**src/pkg/sprp_params.svh**
```systemverilog
// Constants shared by the serial register port ends.
// Assumes inclusion by bare name from pkg/ and rtl/ files.
`ifndef SPRP_PARAMS_SVH
`define SPRP_PARAMS_SVH
`define SPRP_LONG_ADDR_BITS 15
`define SPRP_SHORT_ADDR_BITS 7
`define SPRP_PAGE_OFS_SHORT 16'h007C
`define SPRP_PAGE_OFS_LONG 16'h7FFD
`define SPRP_PAGE_BYTES_SHORT 4
`define SPRP_PAGE_BYTES_LONG 3
`define SPRP_PAGE_HI_BITS_SHORT 9
`define SPRP_PAGE_RESET 16'h0000
`define SPRP_DIV_DEFAULT 8
`endif

```
**src/pkg/sprp_pkg.sv**
```systemverilog
// Types shared by the serial register port ends.
// Assumes sprp_params.svh is on the include path.
`include "sprp_params.svh"
package sprp_pkg;
  typedef enum logic [1:0] {SPRP_CMD, SPRP_ADDR, SPRP_DATA} sprp_phase_t;
endpackage

```
**src/pkg/sprp_if.sv**
```systemverilog
// Pins joining the serial register port host and device ends.
// Assumes the testbench resolves the shared data line from the enables.
`timescale 1ns/1ps
interface sprp_if;
  logic sclk;
  logic cs_n;
  logic serial_in_line;
  logic sdio_host_o;
  logic sdio_host_oe;
  logic sdio_dev_o;
  logic sdio_dev_oe;
  logic sdio_i;
  modport host (output sclk, output cs_n, output serial_in_line, output sdio_host_o,
    output sdio_host_oe, input sdio_i);
  modport device (input sclk, input cs_n, input serial_in_line, output sdio_dev_o,
    output sdio_dev_oe, input sdio_i);
endinterface

```
**src/rtl/sprp_device.sv**
```systemverilog
// Serial register port device end: decodes header, bursts into a register space.
// Assumes pins are asynchronous and are synchronised onto clock_i.
// Functional notes
// [RULE_01] Three- or four-wire wiring; four-wire by default.
// [RULE_02] Four-wire: input line in, data line out.
// [RULE_03] Three-wire: one shared line, turned around for reads.
// [RULE_04] First bit: high reads, low writes.
// [RULE_05] Address follows, bit 14 first.
// [RULE_06] Short mode sends seven address bits only.
// [RULE_07] Data bytes travel bit 7 first.
// [RULE_08] Each further byte addresses next location.
// [RULE_09] Four-wire read ignores the input line.
// [RULE_10] Single-byte offset: 9 page bits above 7.
// [RULE_11] Single-byte page register at 0x7C, four bytes.
// [RULE_12] Double-byte offset: 1 page bit above 15.
// [RULE_13] Host sets page upper bit once.
// [RULE_14] Double-byte page register at 0x7FFD, three bytes.
// [RULE_15] Sampling edge is selectable.
// [RULE_16] Read data placement is selectable.
// [RULE_17] Settings load from defaults at reset.
// [RULE_18] Multi-byte registers moved in one burst.
// [RULE_19] Bursts stay within the current page; the code steps the full 16-bit pointer across page ends.
// [RULE_20] Option delays read data half a clock.
// [RULE_21] Chip select high ends transfer, frees line.
`timescale 1ns/1ps
`include "sprp_params.svh"
module sprp_device
  import sprp_pkg::*;
(
  // Clock and reset.
  input wire logic clock_i,
  input wire logic rst_i,
  // Settings captured at reset release.
  input wire logic cfg_three_wire_i,
  input wire logic cfg_long_offset_i,
  input wire logic cfg_falling_sample_i,
  input wire logic cfg_half_delay_i,
  // Link pins.
  sprp_if.device link,
  // Register space port.
  output logic reg_wr_o,
  output logic reg_rd_o,
  output logic [15:0] reg_addr_o,
  output logic [7:0] reg_wdata_o,
  input wire logic [7:0] reg_rdata_i,
  output logic [15:0] page_o
);
  logic [2:0] sclk_s, cs_s;
  logic [1:0] sin_s, sio_s;
  logic cfg_loaded, three_wire, long_offset, falling_sample, half_delay;
  sprp_phase_t phase;
  logic is_read;
  logic [3:0] bit_cnt;
  logic [14:0] addr_sh;
  logic [7:0] rx_sh, tx_sh;
  logic [15:0] ptr;
  logic [15:0] page;
  logic out_bit;
  logic drive;
  logic sample_edge, launch_edge, rise, fall, active, in_bit;

  function automatic logic [15:0] full_addr(input logic [14:0] a, input logic lng,
    input logic [15:0] pg);
    full_addr = lng ? {pg[15], a} : {pg[15:7], a[6:0]};
  endfunction

  // Synchronisers; only the later stages feed logic.
  always_ff @(posedge clock_i or posedge rst_i) begin
    if (rst_i) begin
      sclk_s <= 3'h0;
      cs_s <= 3'h7;
      sin_s <= 2'h0;
      sio_s <= 2'h0;
    end else begin
      sclk_s <= {sclk_s[1:0], link.sclk};
      cs_s <= {cs_s[1:0], link.cs_n};
      sin_s <= {sin_s[0], link.serial_in_line};
      sio_s <= {sio_s[0], link.sdio_i};
    end
  end

  // Settings taken once after reset release.
  always_ff @(posedge clock_i or posedge rst_i) begin
    if (rst_i) begin
      cfg_loaded <= 1'b0;
      three_wire <= 1'b0; // [RULE_01]
      long_offset <= 1'b0;
      falling_sample <= 1'b0;
      half_delay <= 1'b0;
    end else if (!cfg_loaded) begin
      cfg_loaded <= 1'b1;
      three_wire <= cfg_three_wire_i; // [RULE_17]
      long_offset <= cfg_long_offset_i;
      falling_sample <= cfg_falling_sample_i; // [RULE_15]
      half_delay <= cfg_half_delay_i; // [RULE_20]
    end
  end

  assign rise = sclk_s[1] & ~sclk_s[2];
  assign fall = ~sclk_s[1] & sclk_s[2];
  assign active = ~cs_s[1] & cfg_loaded;
  assign sample_edge = falling_sample ? fall : rise; // [RULE_15]
  // Without delay data changes on the edge opposite to sampling; with it, half later.
  assign launch_edge = half_delay ? sample_edge : (falling_sample ? rise : fall); // [RULE_16] [RULE_20]
  assign in_bit = three_wire ? sio_s[1] : sin_s[1]; // [RULE_02] [RULE_03]

  // Header and data sequencing.
  always_ff @(posedge clock_i or posedge rst_i) begin
    if (rst_i) begin
      phase <= SPRP_CMD;
      is_read <= 1'b0;
      bit_cnt <= 4'h0;
      addr_sh <= 15'h0000;
      rx_sh <= 8'h00;
      ptr <= 16'h0000;
      reg_wr_o <= 1'b0;
      reg_rd_o <= 1'b0;
      reg_addr_o <= 16'h0000;
      reg_wdata_o <= 8'h00;
    end else begin
      reg_wr_o <= 1'b0;
      reg_rd_o <= 1'b0;
      if (!active) begin
        phase <= SPRP_CMD; // [RULE_21]
        bit_cnt <= 4'h0;
      end else if (sample_edge) begin
        case (phase)
          SPRP_CMD: begin
            is_read <= in_bit; // [RULE_04]
            bit_cnt <= 4'h0;
            phase <= SPRP_ADDR;
          end
          SPRP_ADDR: begin
            addr_sh <= {addr_sh[13:0], in_bit}; // [RULE_05]
            if (bit_cnt == (long_offset ? 4'(`SPRP_LONG_ADDR_BITS - 1)
                : 4'(`SPRP_SHORT_ADDR_BITS - 1))) begin // [RULE_06]
              bit_cnt <= 4'h0;
              phase <= SPRP_DATA;
              ptr <= full_addr({addr_sh[13:0], in_bit}, long_offset, page); // [RULE_10] [RULE_12]
              if (is_read) begin
                reg_rd_o <= 1'b1;
                reg_addr_o <= full_addr({addr_sh[13:0], in_bit}, long_offset, page);
              end
            end else begin
              bit_cnt <= bit_cnt + 4'h1;
            end
          end
          SPRP_DATA: begin
            if (!is_read) begin // [RULE_09]
              rx_sh <= {rx_sh[6:0], in_bit}; // [RULE_07]
            end
            // Read bursts leave the input line unsampled. [RULE_09]
            bit_cnt <= (bit_cnt == 4'h7) ? 4'h0 : bit_cnt + 4'h1;
            if (bit_cnt == 4'h7) begin
              ptr <= ptr + 16'h0001; // [RULE_08]
              reg_addr_o <= is_read ? ptr + 16'h0001 : ptr;
              if (is_read) begin
                reg_rd_o <= 1'b1;
              end else begin
                reg_wr_o <= 1'b1;
                reg_wdata_o <= {rx_sh[6:0], in_bit};
              end
            end
          end
          default: phase <= SPRP_CMD;
        endcase
      end
    end
  end

  // Page register bytes written through the burst; short offsets put the low byte at 0x7C, long offsets write only the high byte at 0x7FFD.
  always_ff @(posedge clock_i or posedge rst_i) begin
    if (rst_i) begin
      page <= `SPRP_PAGE_RESET;
    end else if (reg_wr_o) begin
      if (!long_offset) begin
        if (reg_addr_o == `SPRP_PAGE_OFS_SHORT) begin // [RULE_11]
          page[7:0] <= reg_wdata_o;
        end else if (reg_addr_o == `SPRP_PAGE_OFS_SHORT + 16'h0001) begin
          page[15:8] <= reg_wdata_o;
        end
      end else if (reg_addr_o == `SPRP_PAGE_OFS_LONG) begin // [RULE_14]
        page[15:8] <= reg_wdata_o; // [RULE_13]
      end
    end
  end
  assign page_o = page;

  // Read data shifting and line drive.
  always_ff @(posedge clock_i or posedge rst_i) begin
    if (rst_i) begin
      tx_sh <= 8'h00;
      out_bit <= 1'b0;
      drive <= 1'b0;
    end else if (!active) begin
      drive <= 1'b0; // [RULE_21]
    end else if (phase == SPRP_DATA && is_read && launch_edge) begin
      drive <= 1'b1; // [RULE_03]
      if (bit_cnt == 4'h0) begin
        out_bit <= reg_rdata_i[7]; // [RULE_07]
        tx_sh <= {reg_rdata_i[6:0], 1'b0};
      end else begin
        out_bit <= tx_sh[7];
        tx_sh <= {tx_sh[6:0], 1'b0};
      end
    end
  end

  assign link.sdio_dev_o = out_bit;
  assign link.sdio_dev_oe = drive;
endmodule

```
**src/flat_wrapper.sv**
```systemverilog
// flat-port wrapper written by rule: the top's interface ports become plain ports
module sprp_device_flat import sprp_pkg::*;
  (clock_i, rst_i, cfg_three_wire_i, cfg_long_offset_i, cfg_falling_sample_i, cfg_half_delay_i, reg_wr_o, reg_rd_o, reg_addr_o, reg_wdata_o, reg_rdata_i, page_o, link_sclk, link_cs_n, link_serial_in_line, link_sdio_dev_o, link_sdio_dev_oe, link_sdio_i);
  sprp_if link_i ();
  input wire logic clock_i;
  input wire logic rst_i;
  input wire logic cfg_three_wire_i;
  input wire logic cfg_long_offset_i;
  input wire logic cfg_falling_sample_i;
  input wire logic cfg_half_delay_i;
  output logic reg_wr_o;
  output logic reg_rd_o;
  output logic [15:0] reg_addr_o;
  output logic [7:0] reg_wdata_o;
  input wire logic [7:0] reg_rdata_i;
  output logic [15:0] page_o;
  input wire logic [$bits(link_i.sclk)-1:0] link_sclk;
  input wire logic [$bits(link_i.cs_n)-1:0] link_cs_n;
  input wire logic [$bits(link_i.serial_in_line)-1:0] link_serial_in_line;
  output wire logic [$bits(link_i.sdio_dev_o)-1:0] link_sdio_dev_o;
  output wire logic [$bits(link_i.sdio_dev_oe)-1:0] link_sdio_dev_oe;
  input wire logic [$bits(link_i.sdio_i)-1:0] link_sdio_i;
  assign link_i.sclk = link_sclk;
  assign link_i.cs_n = link_cs_n;
  assign link_i.serial_in_line = link_serial_in_line;
  assign link_sdio_dev_o = link_i.sdio_dev_o;
  assign link_sdio_dev_oe = link_i.sdio_dev_oe;
  assign link_i.sdio_i = link_sdio_i;
  sprp_device u_core (.clock_i(clock_i), .rst_i(rst_i), .cfg_three_wire_i(cfg_three_wire_i), .cfg_long_offset_i(cfg_long_offset_i), .cfg_falling_sample_i(cfg_falling_sample_i), .cfg_half_delay_i(cfg_half_delay_i), .link(link_i), .reg_wr_o(reg_wr_o), .reg_rd_o(reg_rd_o), .reg_addr_o(reg_addr_o), .reg_wdata_o(reg_wdata_o), .reg_rdata_i(reg_rdata_i), .page_o(page_o));
endmodule
```
**config.mk**
```make
export PLATFORM = sky130hd
export DESIGN_NAME = sprp_device_flat
export DESIGN_NICKNAME = d
export VERILOG_FILES = /design/src/pkg/sprp_pkg.sv /design/src/pkg/sprp_if.sv /design/src/rtl/sprp_device.sv /design/src/flat_wrapper.sv
export VERILOG_INCLUDE_DIRS = /design/src /design/src/pkg
export SDC_FILE = /design/constraint.sdc
export NUM_CORES = 1
export LEC_CHECK = 0
export ABC_AREA = 1
export BUFFER_PORTS_ARGS = -buffer_cell sky130_fd_sc_hd__buf_2
export CORE_AREA = 2 2 102 104
export DETAILED_ROUTE_END_ITERATION = 16
export DIE_AREA = 0 0 104 106
export PLACE_DENSITY = 0.75
export RECOVER_POWER = 50
export SYNTH_ARGS = -nofsm -noshare
export SYNTH_HDL_FRONTEND = slang
export SYNTH_SLANG_ARGS = --single-unit
```
**constraint.sdc**
```tcl
create_clock -name clock_i -period 5.1 [get_ports clock_i]
set_input_delay 1.02 -clock clock_i [delete_from_list [all_inputs] [get_ports clock_i]]
set_output_delay 1.02 -clock clock_i [all_outputs]
set_load 0.02 [all_outputs]
```
==> run summary <==
FFs w/ async S/R, synth = 1.000
Final Skew = 0.009206 ns
CTS clk-pin slew, worst paths = 0.11 ns
Cts bufs inserted = 9
GR Util All Layers = 0.2428
IO buf count = 61
Initial Util = 0.5389
Seq cells post-synth = 109
Ant diodes = 0
Most common cell after layout, fill and taps aside = nand2_1
Cells after Synth = 663
Worst slew pin tran = 1.263 ns
Average cell area after synthesis = 8.128 µm²
Max_cap viols = 0
Post-DR wirelength/cell = 14.58 µm
Final core utilization = 0.5947
Final Max Slew Viols = 0
Die Ht = 106 µm
Antenna violation net count after detailed routing = 0
R2R Setup Slk = 2.52 ns
Commonest non-fill, non-tap cells in the layout = 221 x nand2_1, 107 x dfrtp_1, 63 x inv_1
Pwr per Cell Area = 280.7 nW/µm²
Post-route cell area = 5947 µm²
Area after DPL = 5777 µm²
Type of the worst setup path = primary input to async pin
Sequential fraction of the synthesis area = 0.5066
Worst min-delay path class = flop to flop
Area contributors post-synth = dfrtp_1 50%, nand2_1 15%, o21ai_0 5.4%
Post-CTS sizing = 0
Placer Congestion = 0.9033
Setup TNS = 0 ns
Layout cells sized above 1 = 0.1105
Die area = 11020 µm²
Core ar. = 10000 µm²
Fill cells = 948
TritonCTS clock tree = built
CP max FO = 87
Avg Vias per Cell = 5.410
Nets = 745
P_leak = 2.950 nW
CP startpoint = rst_i
Worst path required time = 5.41 ns
Mapped cell area = 5389 µm²
Fin crit share = 0.5067
Post-CTS Setup Bufs = 0
DRT Pass-1 Iters = 5
Status = complete, no violations
Maximum vdd drop = 0.2195 mV
Residual DRC = 0
Worst-case clock buffer depth = 2
H-tree depth = 3
Total clock sinks = 109
Synth top area share = 0.4969
Arrival @ worst endpoint = 2.89 ns
Top_reg_cell synth = dfrtp_1
Area growth syn-to-layout = 10.36%
Clock latency on the worst-skew pair = 0.39 ns
Site Rows = 37
Number of synthesized flops with an enable pin = 0
CTS root buffer = clkbuf_8
Post-synth top area cell = dfrtp_1
Die Span X = 104 µm
Vias = 4653
Pre-CTS WS = 2.563 ns
Pin count of the biggest net entering global routing = 88
Tot Pwr = 1.669 mW
First-pass GRT wire length = 21.44 mm
Post-Syn Nets = 689
Worst reg2reg endpoint = u_core.reg_wdata_o[6]
YS warnings = 0
DRT iter0 DRCs = 298
Setup ws final = 2.516 ns
Gr ovfl total = 0
Slew margin rel. = 0.1581
R2R Path Start = u_core.phase[0]
Register-to-Register Path Depth = 7
Final setup viols = 0
Non-Filler Instances = 860
Ports = 62
Worst hold margin = 0.3650 ns
Dpl hpwl = 9.293 mm
End of the critical path = u_core.reg_addr_o[15]
Unrepaired setup endpoints after global routing = false
F_max = 0.3869 GHz
Inst Count DP = 844
Routed Wire Length = 12.54 mm
Worst setup EP type = async pin
Post-route minimum period = 2.584 ns
Initial antenna violation count = 0
Hold Buf Count CTS = 0
Yosys cell types = 41
Vias in the first global route = 4465
Number of failing hold endpoints at the final stage = 0
Critical path startpoint category = primary input
-- routing by layer --
metal	part of all wire	global-route usage	vias to the layer above
met5	0	0	-
met2	0.49	0.3966	133
met1	0.43	0.3169	2235
met3	0.044	0.04414	36
li1	-	-	2249
met4	0.040	0.1129	0
-- state kept, by name, indices dropped and copies added (netlist names), 3 cells and up --
register and cells:
u_core.page_o 16, u_core.ptr 16, u_core.rx_sh 7, u_core.reg_addr_o 16, u_core.tx_sh 7, u_core.sclk_s 3
u_core.reg_wdata_o 8, u_core.addr_sh 14, u_core.bit_cnt 4
-- logic make-up after synthesis --
group,synth area share
compound gates,0.1166
xor+xnor,0.01138
fa+ha+maj,0.01858
buf+inv,0.06478
flops,0.5066
mux,0.01300
other cells,0.0006959
simple gates,0.2684
-- critical path, cell delays in order --
cell	delay, ns
clkbuf_1	0.10
inv_4	0.73
clkbuf_1	1.00
-- layout make-up --
type | count | area, µm² | share of cell area
Clock buffer | 9 | 123.9 | 0.02083
Sequential cell | 109 | 2730 | 0.4591
Inverter | 67 | 254.0 | 0.04271
Multi-Input combinational cell | 470 | 2307 | 0.3880
Clock inverter | 7 | 83.83 | 0.01410
Tap cell | 136 | 170.2 | 0.02861
Timing Repair Buffer | 62 | 277.8 | 0.04671
-- synth_stat cells (all sizes together) (2+ instances only) --
cell / number
nand4: 10
nor3: 4
mux2i: 7
xor2: 6
o21ai: 69
dfstp: 2
inv: 66
ha: 8
nand2: 226
a22oi: 4
nand3: 46
buf: 13
nand3b: 3
dfrtp: 107
clkbuf: 4
a21oi: 34
nor2: 45
-- where the power goes --
part           switching (mW)  leakage [nW]  internal, mW
combinational           0.117          1.41        0.0580
clock                   0.343         0.105         0.200
sequential             0.0486          1.44         0.902
total                   0.508          2.95          1.16
-- worst min-delay path by stage --
| stage | start | end | slack [ns] | cells after the start |
|---|---|---|---|---|
| finish | u_core.cs_s[0] | u_core.cs_s[1] | 0.37 | 0 |
| global route | u_core.cs_s[0] | u_core.cs_s[1] | 0.37 | 0 |
| CTS | u_core.cs_s[0] | u_core.cs_s[1] | 0.37 | 0 |
| detailed placement | u_core.sin_s[0] | u_core.sin_s[1] | 0.34 | 0 |
| global placement | u_core.sin_s[0] | u_core.sin_s[1] | 0.33 | 0 |
| floorplan | u_core.sclk_s[0] | u_core.sclk_s[1] | 0.33 | 0 |
No activity file was read; power rests on OpenSTA's default activity.
